--- src/core/dfa_pkg.sv ---
// Arbiter constants
package dfa_pkg;
    // Fabric port modes
    localparam logic [1:0] MODE_AXI64    = 2'h0;
    localparam logic [1:0] MODE_AHB_ONE  = 2'h1;
    localparam logic [1:0] MODE_AHB_DUAL = 2'h2;

    // Processor request classes
    localparam logic [1:0] CLS_ICACHE = 2'h0;
    localparam logic [1:0] CLS_SYSBUS = 2'h1;
    localparam logic [1:0] CLS_DMA    = 2'h2;

    // Arbiter sources
    localparam logic SRC_PROC = 1'b0;
    localparam logic SRC_FAB  = 1'b1;

    // Index 0 icache rd .. 6 fabric wr; 1 highest
    localparam logic [6:0][2:0] PRI_LG_TYPE0 = {3'h7, 3'h6, 3'h5, 3'h4, 3'h3, 3'h2, 3'h1};
    localparam logic [6:0][2:0] PRI_LG_TYPE1 = {3'h6, 3'h7, 3'h5, 3'h3, 3'h4, 3'h3, 3'h2};
    localparam logic [6:0][2:0] PRI_LG_TYPE2 = {3'h6, 3'h7, 3'h5, 3'h1, 3'h4, 3'h3, 3'h2};
    // Small variant: proc rd, fabric rd, proc wr, fabric wr
    localparam logic [3:0][2:0] PRI_SM_TYPE0 = {3'h4, 3'h3, 3'h2, 3'h1};
    localparam logic [3:0][2:0] PRI_SM_TYPE1 = {3'h3, 3'h4, 3'h1, 3'h2};

    // Lock counter width, read queue depth
    localparam int unsigned LOCK_CNT_W = 20;
    localparam int unsigned RD_QUEUE_DEPTH = 4;

    // Clock ratio factors
    localparam logic [1:0] BASE_X1 = 2'h0;
    localparam logic [1:0] BASE_X2 = 2'h1;
    localparam logic [1:0] BASE_X3 = 2'h3;
    localparam logic [2:0] FAB_X1  = 3'h0;
    localparam logic [2:0] FAB_X2  = 3'h1;
    localparam logic [2:0] FAB_X4  = 3'h2;
    localparam logic [2:0] FAB_X8  = 3'h4;
    localparam logic [2:0] FAB_X16 = 3'h5;
endpackage

--- src/core/dfa_port_if.sv ---
// Slave port to priority block link
`timescale 1ns/1ps
`default_nettype none
interface dfa_port_if #(
    parameter int AW  = 32,
    parameter int IDW = 4
);
    logic           rd_valid;
    logic [IDW-1:0] rd_id;
    logic [AW-1:0]  rd_addr;
    logic [1:0]     rd_cls;
    logic           rd_pop;
    logic           wr_valid;
    logic [IDW-1:0] wr_id;
    logic [AW-1:0]  wr_addr;
    logic [1:0]     wr_cls;
    logic           wr_pop;
    logic           wr_done;

    modport port (output rd_valid, rd_id, rd_addr, rd_cls, wr_valid, wr_id, wr_addr, wr_cls,
                  input rd_pop, wr_pop, wr_done);
    modport arb  (input rd_valid, rd_id, rd_addr, rd_cls, wr_valid, wr_id, wr_addr, wr_cls,
                  output rd_pop, wr_pop, wr_done);
endinterface
`default_nettype wire

--- src/core/dfa_slave_port.sv ---
// Slave port: read queue, one write slot
`timescale 1ns/1ps
`default_nettype none
module dfa_slave_port #(
    parameter int AW    = 32,
    parameter int IDW   = 4,
    parameter int DEPTH = dfa_pkg::RD_QUEUE_DEPTH
) (
    // Clock and reset
    input  wire logic           clk_i,
    input  wire logic           rst_i,
    // Accept next cycle
    input  wire logic           en_i,
    // Read address channel
    input  wire logic           ar_valid_i,
    input  wire logic [IDW-1:0] ar_id_i,
    input  wire logic [AW-1:0]  ar_addr_i,
    input  wire logic [1:0]     ar_cls_i,
    output logic                ar_ready_o,
    // Write address channel
    input  wire logic           aw_valid_i,
    input  wire logic [IDW-1:0] aw_id_i,
    input  wire logic [AW-1:0]  aw_addr_i,
    input  wire logic [1:0]     aw_cls_i,
    output logic                aw_ready_o,
    // Write response
    output logic                b_valid_o,
    output logic [IDW-1:0]      b_id_o,
    // Toward the priority block
    dfa_port_if.port            p
);
    localparam int PW = $clog2(DEPTH);

    logic [IDW-1:0] q_id_q   [DEPTH];
    logic [AW-1:0]  q_addr_q [DEPTH];
    logic [1:0]     q_cls_q  [DEPTH];
    logic [PW-1:0]  wp_q, rp_q;
    logic [PW:0]    cnt_q, cnt_d;
    logic           push, pop;
    logic           wfull_q, wissued_q, wfull_d;
    logic [IDW-1:0] w_id_q;
    logic [AW-1:0]  w_addr_q;
    logic [1:0]     w_cls_q;

    assign push  = ar_valid_i & ar_ready_o;
    assign pop   = p.rd_pop & (cnt_q != '0);
    assign cnt_d = cnt_q + {{PW{1'b0}}, push} - {{PW{1'b0}}, pop};

    // Plain FIFO keeps same-ID order
    always_ff @(posedge clk_i) begin
        if (push) begin
            q_id_q[wp_q]   <= ar_id_i;
            q_addr_q[wp_q] <= ar_addr_i;
            q_cls_q[wp_q]  <= ar_cls_i;
        end
    end

    // Pointers; ready from next fill
    always_ff @(posedge clk_i) begin
        if (rst_i) begin
            wp_q       <= '0;
            rp_q       <= '0;
            cnt_q      <= '0;
            ar_ready_o <= 1'b0;
        end else begin
            if (push) wp_q <= wp_q + 1'b1;
            if (pop)  rp_q <= rp_q + 1'b1;
            cnt_q      <= cnt_d;
            ar_ready_o <= en_i && (cnt_d < (PW+1)'(DEPTH));
        end
    end

    assign p.rd_valid = (cnt_q != '0);
    assign p.rd_id    = q_id_q[rp_q];
    assign p.rd_addr  = q_addr_q[rp_q];
    assign p.rd_cls   = q_cls_q[rp_q];

    // Write slot held until done
    assign wfull_d = (wfull_q & ~p.wr_done) | (aw_valid_i & aw_ready_o);
    always_ff @(posedge clk_i) begin
        if (rst_i) begin
            wfull_q    <= 1'b0;
            wissued_q  <= 1'b0;
            aw_ready_o <= 1'b0;
            b_valid_o  <= 1'b0;
            b_id_o     <= '0;
            w_id_q     <= '0;
            w_addr_q   <= '0;
            w_cls_q    <= '0;
        end else begin
            wfull_q    <= wfull_d;
            aw_ready_o <= en_i & ~wfull_d;
            b_valid_o  <= wfull_q & p.wr_done;
            b_id_o     <= w_id_q;
            if (aw_valid_i & aw_ready_o) begin
                w_id_q    <= aw_id_i;
                w_addr_q  <= aw_addr_i;
                w_cls_q   <= aw_cls_i;
                wissued_q <= 1'b0;
            end else if (p.wr_pop) begin
                wissued_q <= 1'b1;
            end
        end
    end

    assign p.wr_valid = wfull_q & ~wissued_q;
    assign p.wr_id    = w_id_q;
    assign p.wr_addr  = w_addr_q;
    assign p.wr_cls   = w_cls_q;
endmodule
`default_nettype wire

--- src/core/dfa_top.sv ---
// Fabric port, AHB bridge, lock watchdog, priority
// Operation
// - AXI mode passes fabric transactions, locks included
// - Locked transfer timed by 20-bit down counter
// - Counter expiry gives one-cycle timeout pulse
// - AHB modes convert 32-bit transfers to AXI
// - Dual AHB masters served round robin
// - Fabric side paced by ratio-related fabric clock
// - Ratio is base factor times fabric factor
// - Accept both ports, issue handler commands
// - Two separate AXI slave ports
// - Same ID completes in issue order
// - Separate read port queues four reads
// - Write port holds one write, handshakes
// - Default: reads first, processor before fabric
// - Promotion only for matching ID, nonzero scheme
// - Large variant seven-level priority table
// - Small variant four-level priority table
`timescale 1ns/1ps
`default_nettype none
module dfa_top #(
    parameter int AW    = 32,
    parameter int IDW   = 4,
    parameter bit LARGE = 1'b1
) (
    // Clock and reset
    input  wire logic           clk_i,
    input  wire logic           rst_i,
    // Configuration
    input  wire logic [1:0]     fab_mode_i,
    input  wire logic [1:0]     base_divider_select_i,
    input  wire logic [2:0]     fabric_divider_select_i,
    input  wire logic [1:0]     priority_scheme_i,
    input  wire logic [IDW-1:0] promoted_master_id_i,
    input  wire logic [dfa_pkg::LOCK_CNT_W-1:0] lock_timeout_cfg_i,
    // Processor-side bridge port
    input  wire logic           prc_ar_valid_i,
    input  wire logic [IDW-1:0] prc_ar_id_i,
    input  wire logic [AW-1:0]  prc_ar_addr_i,
    input  wire logic [1:0]     prc_ar_cls_i,
    output logic                prc_ar_ready_o,
    input  wire logic           prc_aw_valid_i,
    input  wire logic [IDW-1:0] prc_aw_id_i,
    input  wire logic [AW-1:0]  prc_aw_addr_i,
    input  wire logic [1:0]     prc_aw_cls_i,
    output logic                prc_aw_ready_o,
    output logic                prc_b_valid_o,
    output logic [IDW-1:0]      prc_b_id_o,
    // Fabric AXI-64 port
    input  wire logic           fab_ar_valid_i,
    input  wire logic [IDW-1:0] fab_ar_id_i,
    input  wire logic [AW-1:0]  fab_ar_addr_i,
    output logic                fab_ar_ready_o,
    input  wire logic           fab_aw_valid_i,
    input  wire logic [IDW-1:0] fab_aw_id_i,
    input  wire logic [AW-1:0]  fab_aw_addr_i,
    output logic                fab_aw_ready_o,
    output logic                fab_b_valid_o,
    output logic [IDW-1:0]      fab_b_id_o,
    input  wire logic           fab_lock_i,
    output logic                lock_timeout_o,
    // Fabric AHB-Lite masters
    input  wire logic [1:0]     ahb_valid_i,
    input  wire logic [1:0]     ahb_write_i,
    input  wire logic [1:0][AW-1:0] ahb_addr_i,
    output logic [1:0]          ahb_ready_o,
    // Clock ratio status
    output logic [4:0]          clock_ratio_o,
    output logic                clock_ratio_valid_o,
    output logic                fab_tick_o,
    // Transaction handler command
    output logic                cmd_valid_o,
    output logic                cmd_write_o,
    output logic                cmd_src_o,
    output logic [IDW-1:0]      cmd_id_o,
    output logic [AW-1:0]       cmd_addr_o,
    input  wire logic           cmd_ready_i,
    input  wire logic           cmd_wr_done_i
);
    typedef enum logic [0:0] {
        ARB_IDLE = 1'b0,
        ARB_BUSY = 1'b1
    } dfa_arb_state_t;

    dfa_port_if #(.AW(AW), .IDW(IDW)) prc_if ();
    dfa_port_if #(.AW(AW), .IDW(IDW)) fab_if ();

    // Ratio from both selects
    logic [1:0] base_f;
    logic [4:0] fab_f;
    logic       ratio_ok;
    always_comb begin
        base_f   = 2'h1;
        fab_f    = 5'h01;
        ratio_ok = 1'b1;
        case (base_divider_select_i)
            dfa_pkg::BASE_X1: base_f = 2'h1;
            dfa_pkg::BASE_X2: base_f = 2'h2;
            dfa_pkg::BASE_X3: base_f = 2'h3;
            default:          ratio_ok = 1'b0;
        endcase
        case (fabric_divider_select_i)
            dfa_pkg::FAB_X1:  fab_f = 5'h01;
            dfa_pkg::FAB_X2:  fab_f = 5'h02;
            dfa_pkg::FAB_X4:  fab_f = 5'h04;
            dfa_pkg::FAB_X8:  fab_f = 5'h08;
            dfa_pkg::FAB_X16: begin
                fab_f    = 5'h10;
                ratio_ok = ratio_ok && (base_divider_select_i == dfa_pkg::BASE_X1);
            end
            default:          ratio_ok = 1'b0;
        endcase
        if (base_f == 2'h3 && fab_f > 5'h04) ratio_ok = 1'b0;
    end

    // Fabric tick every ratio cycles
    logic [4:0] phase_q, phase_d;
    logic       tick_d;
    always_comb begin
        tick_d  = (phase_q == 5'h00);
        phase_d = tick_d ? (clock_ratio_o - 5'h01) : (phase_q - 5'h01);
    end
    always_ff @(posedge clk_i) begin
        if (rst_i) begin
            clock_ratio_o       <= 5'h01;
            clock_ratio_valid_o <= 1'b0;
            phase_q             <= 5'h00;
            fab_tick_o          <= 1'b0;
        end else begin
            clock_ratio_valid_o <= ratio_ok;
            if (ratio_ok) clock_ratio_o <= 5'(base_f * fab_f);
            phase_q    <= phase_d;
            fab_tick_o <= tick_d;
        end
    end

    // AHB bridge, one pending request
    logic           br_valid_q, br_write_q, br_last_q;
    logic [AW-1:0]  br_addr_q;
    logic           br_taken, br_pick;
    logic [1:0]     br_req;
    logic           ahb_mode;
    assign ahb_mode = (fab_mode_i != dfa_pkg::MODE_AXI64);
    assign br_req   = (fab_mode_i == dfa_pkg::MODE_AHB_DUAL) ? ahb_valid_i
                                                              : {1'b0, ahb_valid_i[0]};
    assign br_pick  = br_req[1] & (~br_req[0] | ~br_last_q);
    always_ff @(posedge clk_i) begin
        if (rst_i) begin
            br_valid_q  <= 1'b0;
            br_write_q  <= 1'b0;
            br_last_q   <= 1'b1;
            br_addr_q   <= '0;
            ahb_ready_o <= 2'h0;
        end else begin
            ahb_ready_o <= 2'h0;
            if (br_taken) br_valid_q <= 1'b0;
            if (ahb_mode && !br_valid_q && fab_tick_o && br_req != 2'h0) begin
                br_valid_q  <= 1'b1;
                br_write_q  <= ahb_write_i[br_pick];
                br_addr_q   <= ahb_addr_i[br_pick];
                br_last_q   <= br_pick;
                ahb_ready_o <= br_pick ? 2'h2 : 2'h1;
            end
        end
    end

    // Fabric mux; AHB masters are IDs 0, 1
    logic           f_ar_valid, f_aw_valid;
    logic [IDW-1:0] f_ar_id, f_aw_id, br_id;
    logic [AW-1:0]  f_ar_addr, f_aw_addr;
    logic           f_ar_ready, f_aw_ready;
    assign br_id      = IDW'(br_last_q);
    assign f_ar_valid = ahb_mode ? (br_valid_q & ~br_write_q) : fab_ar_valid_i;
    assign f_aw_valid = ahb_mode ? (br_valid_q & br_write_q) : fab_aw_valid_i;
    assign f_ar_id    = ahb_mode ? br_id : fab_ar_id_i;
    assign f_aw_id    = ahb_mode ? br_id : fab_aw_id_i;
    assign f_ar_addr  = ahb_mode ? br_addr_q : fab_ar_addr_i;
    assign f_aw_addr  = ahb_mode ? br_addr_q : fab_aw_addr_i;
    assign br_taken   = (f_ar_valid & f_ar_ready) | (f_aw_valid & f_aw_ready);

    // Fabric readies only in AXI mode
    assign fab_ar_ready_o = f_ar_ready & ~ahb_mode;
    assign fab_aw_ready_o = f_aw_ready & ~ahb_mode;

    // Slave ports; fabric one paced by tick
    dfa_slave_port #(.AW(AW), .IDW(IDW)) u_prc_port (
        .clk_i      (clk_i),
        .rst_i      (rst_i),
        .en_i       (1'b1),
        .ar_valid_i (prc_ar_valid_i),
        .ar_id_i    (prc_ar_id_i),
        .ar_addr_i  (prc_ar_addr_i),
        .ar_cls_i   (prc_ar_cls_i),
        .ar_ready_o (prc_ar_ready_o),
        .aw_valid_i (prc_aw_valid_i),
        .aw_id_i    (prc_aw_id_i),
        .aw_addr_i  (prc_aw_addr_i),
        .aw_cls_i   (prc_aw_cls_i),
        .aw_ready_o (prc_aw_ready_o),
        .b_valid_o  (prc_b_valid_o),
        .b_id_o     (prc_b_id_o),
        .p          (prc_if.port)
    );
    dfa_slave_port #(.AW(AW), .IDW(IDW)) u_fab_port (
        .clk_i      (clk_i),
        .rst_i      (rst_i),
        .en_i       (tick_d),
        .ar_valid_i (f_ar_valid),
        .ar_id_i    (f_ar_id),
        .ar_addr_i  (f_ar_addr),
        .ar_cls_i   (dfa_pkg::CLS_DMA),
        .ar_ready_o (f_ar_ready),
        .aw_valid_i (f_aw_valid),
        .aw_id_i    (f_aw_id),
        .aw_addr_i  (f_aw_addr),
        .aw_cls_i   (dfa_pkg::CLS_DMA),
        .aw_ready_o (f_aw_ready),
        .b_valid_o  (fab_b_valid_o),
        .b_id_o     (fab_b_id_o),
        .p          (fab_if.port)
    );

    // Lock watchdog, AXI mode only
    logic [dfa_pkg::LOCK_CNT_W-1:0] lock_cnt_q;
    logic lock_q, lock_run_q;
    always_ff @(posedge clk_i) begin
        if (rst_i) begin
            lock_q         <= 1'b0;
            lock_run_q     <= 1'b0;
            lock_cnt_q     <= '0;
            lock_timeout_o <= 1'b0;
        end else begin
            lock_q         <= fab_lock_i & ~ahb_mode;
            lock_timeout_o <= 1'b0;
            if (fab_lock_i && !ahb_mode && !lock_q) begin
                lock_cnt_q <= lock_timeout_cfg_i;
                lock_run_q <= 1'b1;
            end else if (!fab_lock_i || ahb_mode) begin
                lock_run_q <= 1'b0;
            end else if (lock_run_q) begin
                lock_cnt_q <= lock_cnt_q - 1'b1;
                if (lock_cnt_q <= 20'h00001) begin
                    lock_timeout_o <= 1'b1;
                    lock_run_q     <= 1'b0;
                end
            end
        end
    end

    // Levels: proc rd, fab rd, proc wr, fab wr
    logic       promo;
    logic [2:0] pri [4];
    logic [3:0] cand;
    always_comb begin
        promo = (priority_scheme_i != 2'h0);
        if (LARGE) begin
            pri[0] = PRI_LG(promo, priority_scheme_i, {1'b0, prc_if.rd_cls});
            pri[1] = (promo && fab_if.rd_id == promoted_master_id_i)
                   ? PRI_LG(promo, priority_scheme_i, 3'h3) : 3'h4;
            pri[2] = (prc_if.wr_cls == dfa_pkg::CLS_DMA)
                   ? PRI_LG(promo, priority_scheme_i, 3'h5)
                   : PRI_LG(promo, priority_scheme_i, 3'h4);
            pri[3] = (promo && fab_if.wr_id == promoted_master_id_i)
                   ? PRI_LG(promo, priority_scheme_i, 3'h6) : 3'h7;
        end else begin
            pri[0] = promo ? dfa_pkg::PRI_SM_TYPE1[0] : dfa_pkg::PRI_SM_TYPE0[0];
            pri[1] = (promo && fab_if.rd_id == promoted_master_id_i)
                   ? dfa_pkg::PRI_SM_TYPE1[1] : dfa_pkg::PRI_SM_TYPE0[1];
            pri[2] = promo ? dfa_pkg::PRI_SM_TYPE1[2] : dfa_pkg::PRI_SM_TYPE0[2];
            pri[3] = (promo && fab_if.wr_id == promoted_master_id_i)
                   ? dfa_pkg::PRI_SM_TYPE1[3] : dfa_pkg::PRI_SM_TYPE0[3];
        end
        cand = {fab_if.wr_valid, prc_if.wr_valid, fab_if.rd_valid, prc_if.rd_valid};
    end

    function automatic logic [2:0] PRI_LG(input logic en, input logic [1:0] sch,
                                          input logic [2:0] idx);
        logic [2:0] r;
        r = dfa_pkg::PRI_LG_TYPE0[idx];
        if (en && sch == 2'h1) r = dfa_pkg::PRI_LG_TYPE1[idx];
        if (en && sch[1])      r = dfa_pkg::PRI_LG_TYPE2[idx];
        return r;
    endfunction

    // Lowest level wins; ties to earlier
    logic [1:0] win;
    logic       any;
    always_comb begin
        win = 2'h0;
        any = 1'b0;
        for (int i = 0; i < 4; i++) begin
            if (cand[i] && (!any || pri[i] < pri[win])) begin
                win = 2'(i);
                any = 1'b1;
            end
        end
    end

    // One command at a time, popped on issue
    dfa_arb_state_t st_q;
    logic           wr_src_q;
    assign prc_if.rd_pop  = (st_q == ARB_IDLE) && any && (win == 2'h0);
    assign fab_if.rd_pop  = (st_q == ARB_IDLE) && any && (win == 2'h1);
    assign prc_if.wr_pop  = (st_q == ARB_IDLE) && any && (win == 2'h2);
    assign fab_if.wr_pop  = (st_q == ARB_IDLE) && any && (win == 2'h3);
    assign prc_if.wr_done = cmd_wr_done_i && (wr_src_q == dfa_pkg::SRC_PROC);
    assign fab_if.wr_done = cmd_wr_done_i && (wr_src_q == dfa_pkg::SRC_FAB);

    always_ff @(posedge clk_i) begin
        if (rst_i) begin
            st_q        <= ARB_IDLE;
            cmd_valid_o <= 1'b0;
            cmd_write_o <= 1'b0;
            cmd_src_o   <= 1'b0;
            cmd_id_o    <= '0;
            cmd_addr_o  <= '0;
            wr_src_q    <= 1'b0;
        end else begin
            case (st_q)
                ARB_IDLE: begin
                    if (any) begin
                        st_q        <= ARB_BUSY;
                        cmd_valid_o <= 1'b1;
                        cmd_write_o <= win[1];
                        cmd_src_o   <= win[0];
                        if (win[1]) wr_src_q <= win[0];
                        case (win)
                            2'h0:    cmd_id_o <= prc_if.rd_id;
                            2'h1:    cmd_id_o <= fab_if.rd_id;
                            2'h2:    cmd_id_o <= prc_if.wr_id;
                            default: cmd_id_o <= fab_if.wr_id;
                        endcase
                        case (win)
                            2'h0:    cmd_addr_o <= prc_if.rd_addr;
                            2'h1:    cmd_addr_o <= fab_if.rd_addr;
                            2'h2:    cmd_addr_o <= prc_if.wr_addr;
                            default: cmd_addr_o <= fab_if.wr_addr;
                        endcase
                    end
                end
                ARB_BUSY: begin
                    if (cmd_ready_i) begin
                        st_q        <= ARB_IDLE;
                        cmd_valid_o <= 1'b0;
                    end
                end
                default: st_q <= ARB_IDLE;
            endcase
        end
    end
endmodule
`default_nettype wire

--- config.mk ---
export PLATFORM = sky130hd
export DESIGN_NAME = dfa_top
export DESIGN_NICKNAME = d
export VERILOG_FILES = /design/src/core/dfa_pkg.sv /design/src/core/dfa_port_if.sv /design/src/core/dfa_slave_port.sv /design/src/core/dfa_top.sv
export SDC_FILE = /design/constraint.sdc
export NUM_CORES = 1
export LEC_CHECK = 0
export BUFFER_PORTS_ARGS = -buffer_cell sky130_fd_sc_hd__buf_4
export CAP_MARGIN = 40
export CORE_UTILIZATION = 55
export CTS_CLUSTER_DIAMETER = 40
export DETAILED_ROUTE_END_ITERATION = 10
export GPL_ROUTABILITY_DRIVEN = 0
export GPL_TIMING_DRIVEN = 0
export PLACE_DENSITY = 0.79
export SLEW_MARGIN = 20
export SYNTH_ARGS = -nofsm -noshare
export SYNTH_HDL_FRONTEND = slang
export SYNTH_SLANG_ARGS = --single-unit
--- constraint.sdc ---
create_clock -name clk_i -period 11.7 [get_ports clk_i]
set_input_delay 2.34 -clock clk_i [delete_from_list [all_inputs] [get_ports clk_i]]
set_output_delay 2.34 -clock clk_i [all_outputs]
set_load 0.02 [all_outputs]
==> reports/summary.txt <==
Die Span X - 201.0 um
Hold Path Depth - 2
Post-route ant nets - 0
Drt wl/cell - 24.53 um
Synth area leaders - edfxtp_1 (41%), dfxtp_1 (21%), mux4_2 (7.2%)
Setup TNS - 0 ns
Async set-or-reset flop fraction in the synthesized netlist - 0
Die area - 0.04039 mm2
Crit Path Category - primary input to register
Latest clock arrival within the worst-skew pair - 0.62 ns
Power density cells - 206.1 mW/mm2
Post-Synthesis Cells - 1698
Antenna violations before repair - 3
H-tree levels - 2
Final setup margin - 3.140 ns
Clock transition at path regs - 0.06 ns
Total CTS buffers - 60
Syn Area/Cell - 12.82 um2
Congestion Overflow GR - 0
CTS tree - done
Synth warnings - 0
Core footprint - 0.03883 mm2
Fmax - 116.8 MHz
IO buf count - 317
# IOs - 321
Dpl ws - 2.717 ns
Largest buffer count on any clock path - 3
Primary FF master, synth - edfxtp_1
Area leader, netlist - edfxtp_1
Slew Viols, Final - 0
Drt total wl - 65400 um
Synth-to-Final Area Change - 25.28%
Worst R2R Setup Slack - 3.75 ns
First-pass GRT wire length - 96330 um
Vias per cell - 6.081
Synth top area share - 0.4082
Register area share after synthesis - 0.6133
# resized after CTS - 0
Worst-Margin Slew - 0.8902 ns
FP Rows - 72
Cell variety after synth - 66
Leakage Power - 0.01019 uW
Most numerous cell in the Yosys netlist - edfxtp_1
Via Count - 16212
TritonRoute pass-1 iters - 6
# Post-CTS Setup Buffers - 0
Post-CTS Hold Buffers - 0
Total track usage - 0.3227
DR iter-0 viols - 1756
Worst reg-to-reg path cell count - 28
Status - finished clean
Final period util - 0.7316
Post-synth EDFFs - 296
Pin count of the biggest net entering global routing - 37
Worst Path Max Fanout - 10
Hold Crit Start - u_prc_port.p.wr_addr[25]
Post-Syn Area - 0.02177 mm2
Final min period - 8.560 ns
Relative slew slack - 0.4065
Critical path arrival - 9.09 ns
Syn Nets - 1983
Vias in the first global route - 16322
CP Capture Type - register
Worst hold-check path type - register to register
Worst r2r dst - u_prc_port.ar_ready_o
Setup violators final - 0
Max Cap Viol - 0
Vert. Die Dim - 201.0 um
Hold endpoint - u_prc_port.p.wr_addr[25]
Final Hold Viols - 0
Fin Clk Skew - 0.02531 ns
# DRC - 0
Clk root buf - clkbuf_16
Fraction of layout cells with a size suffix above 1 - 0.2842
WP data required - 12.23 ns
CTS Sinks - 519
Crit path launch type - primary input
Peak supply drop - 0.1205 mV
Detailed Place HPWL - 46510 um
Nets@finish - 2380
Synth cell count leaders - edfxtp_1 (296), nand2_1 (243), dfxtp_1 (223)
Initial Util - 0.5608
Register bit total from synthesis - 519
Unrepaired setup endpoints after global routing - false
[routing by layer]
layer,track usage,wire (um),part of all wire,vias up
met3,0.07240,6891,0.11,211
met1,0.4122,24630,0.38,7874
met4,0.1718,3304,0.051,2
met2,0.5154,30560,0.47,1059
met5,0,13,0.00020,-
li1,-,-,-,7066
[kinds of logic (layout without fill, tap and decap cells)]
kind of cell / count (synthesis) / after routing / share of synthesized area
compound gates: 266 / 266 / 0.09263
flops: 519 / 519 / 0.6133
buf+inv: 169 / 617 / 0.03206
other cells: 0 / 2 / 0
fa+ha+maj: 27 / 27 / 0.01655
simple gates: 494 / 494 / 0.09999
mux: 188 / 188 / 0.1314
xor+xnor: 35 / 35 / 0.01408
[metrics by stage]
stage                 util  cell area, um2  cells  hold WS, ns  power (uW)
global route        0.7025           27270   2665       0.4752        5791
detailed placement  0.6450           25050   2549       0.4456        3588
CTS                 0.7018           27250   2662       0.4536        5604
global placement    0.6388           24800   2533       0.4416        3528
floorplan                -           21770   1698       0.4308        3085
finish              0.7025           27280   2666       0.4586        5621
[cell type report]
class,instances,area [um2]
flip-flops and latches,519,13350
fillers,2604,11550
multi-input cells,1010,7741
repair buffers,335,2626
clock buffers,74,1688
well taps,518,648.1
clock inverters,39,516.7
plain buffers,107,466.7
inverters,62,232.7
diodes,2,5.005
[report_power, final]
part,leakage [uW],internal (uW),switching (uW)
Combinational,0.00460,602,801
Clock,0.00107,1240,789
Sequential,0.00452,2100,92.4
[worst max-delay path: stages]
cell and delay, ns:
buf_4 0.12, xor2_1 0.16, nor4_2 0.46, nand2_1 0.16
nor3b_1 0.29, ha_1 0.28, o21ai_0 0.15, a21oi_1 0.11
or2_2 0.36, nand2_1 0.09, buf_2 0.31, clkbuf_1 0.62
nor2_1 0.11, a21oi_1 0.17, ha_1 0.27, or4b_2 0.60
o31ai_1 0.16, nand2b_1 0.15, inv_1 0.12, nand3_1 0.15
and4_1 0.24, nor4b_4 0.45, ha_1 0.20, inv_1 0.04
ha_1 0.21, fa_1 0.41, xnor2_1 0.21, nor2b_1 0.14
[layout by cell type (no fill, tap or decap), types with 6 or more instances in the layout]
master	count
nor4_1	7
o21ai_0	12
xor2_1	12
edfxtp_1	296
mux2i_1	74
mux2_2	40
xnor2_1	23
a21oi_1	67
inv_6	7
nor2_1	137
dfxtp_1	223
nand2_1	243
o21bai_1	37
bufinv_16	9
nor3_1	15
nor2b_1	20
a211oi_1	50
clkbuf_1	83
and2_1	9
mux4_2	70
clkbuf_8	7
a221oi_2	16
ha_1	24
clkbuf_16	63
buf_12	6
nand3_1	11
a221oi_1	21
buf_6	14
inv_1	62
buf_4	322
buf_1	11
a311oi_1	37
nand2b_1	7
buf_2	9
[sequential cells by signal (all words and copies together) (netlist names), 3 cells and up, named ones only]
register,flops
br_addr_q,32
clock_ratio_o,5
cmd_addr_o,32
cmd_id_o,4
lock_cnt_q,20
phase_q,5
u_fab_port.b_id_o,4
u_fab_port.cnt_q,3
u_fab_port.p.wr_addr,32
u_fab_port.p.wr_id,4
u_fab_port.q_addr_q,128
u_fab_port.q_id_q,16
u_prc_port.b_id_o,4
u_prc_port.cnt_q,3
u_prc_port.p.wr_addr,32
u_prc_port.p.wr_id,4
u_prc_port.q_addr_q,128
u_prc_port.q_cls_q,8
u_prc_port.q_id_q,16
[how the worst max path moves through the flow]
stage	cells after the start	to	slack, ns	startpoint
global route	28	u_prc_port.ar_ready_o	2.85	promoted_master_id_i[2]
finish	28	u_prc_port.ar_ready_o	3.14	promoted_master_id_i[2]
floorplan	27	u_prc_port.ar_ready_o	3.90	promoted_master_id_i[2]
detailed placement	28	u_prc_port.ar_ready_o	2.72	promoted_master_id_i[2]
CTS	28	u_prc_port.ar_ready_o	3.31	promoted_master_id_i[2]
global placement	28	u_prc_port.ar_ready_o	2.84	promoted_master_id_i[2]
Power figures use the tool's default switching activity.
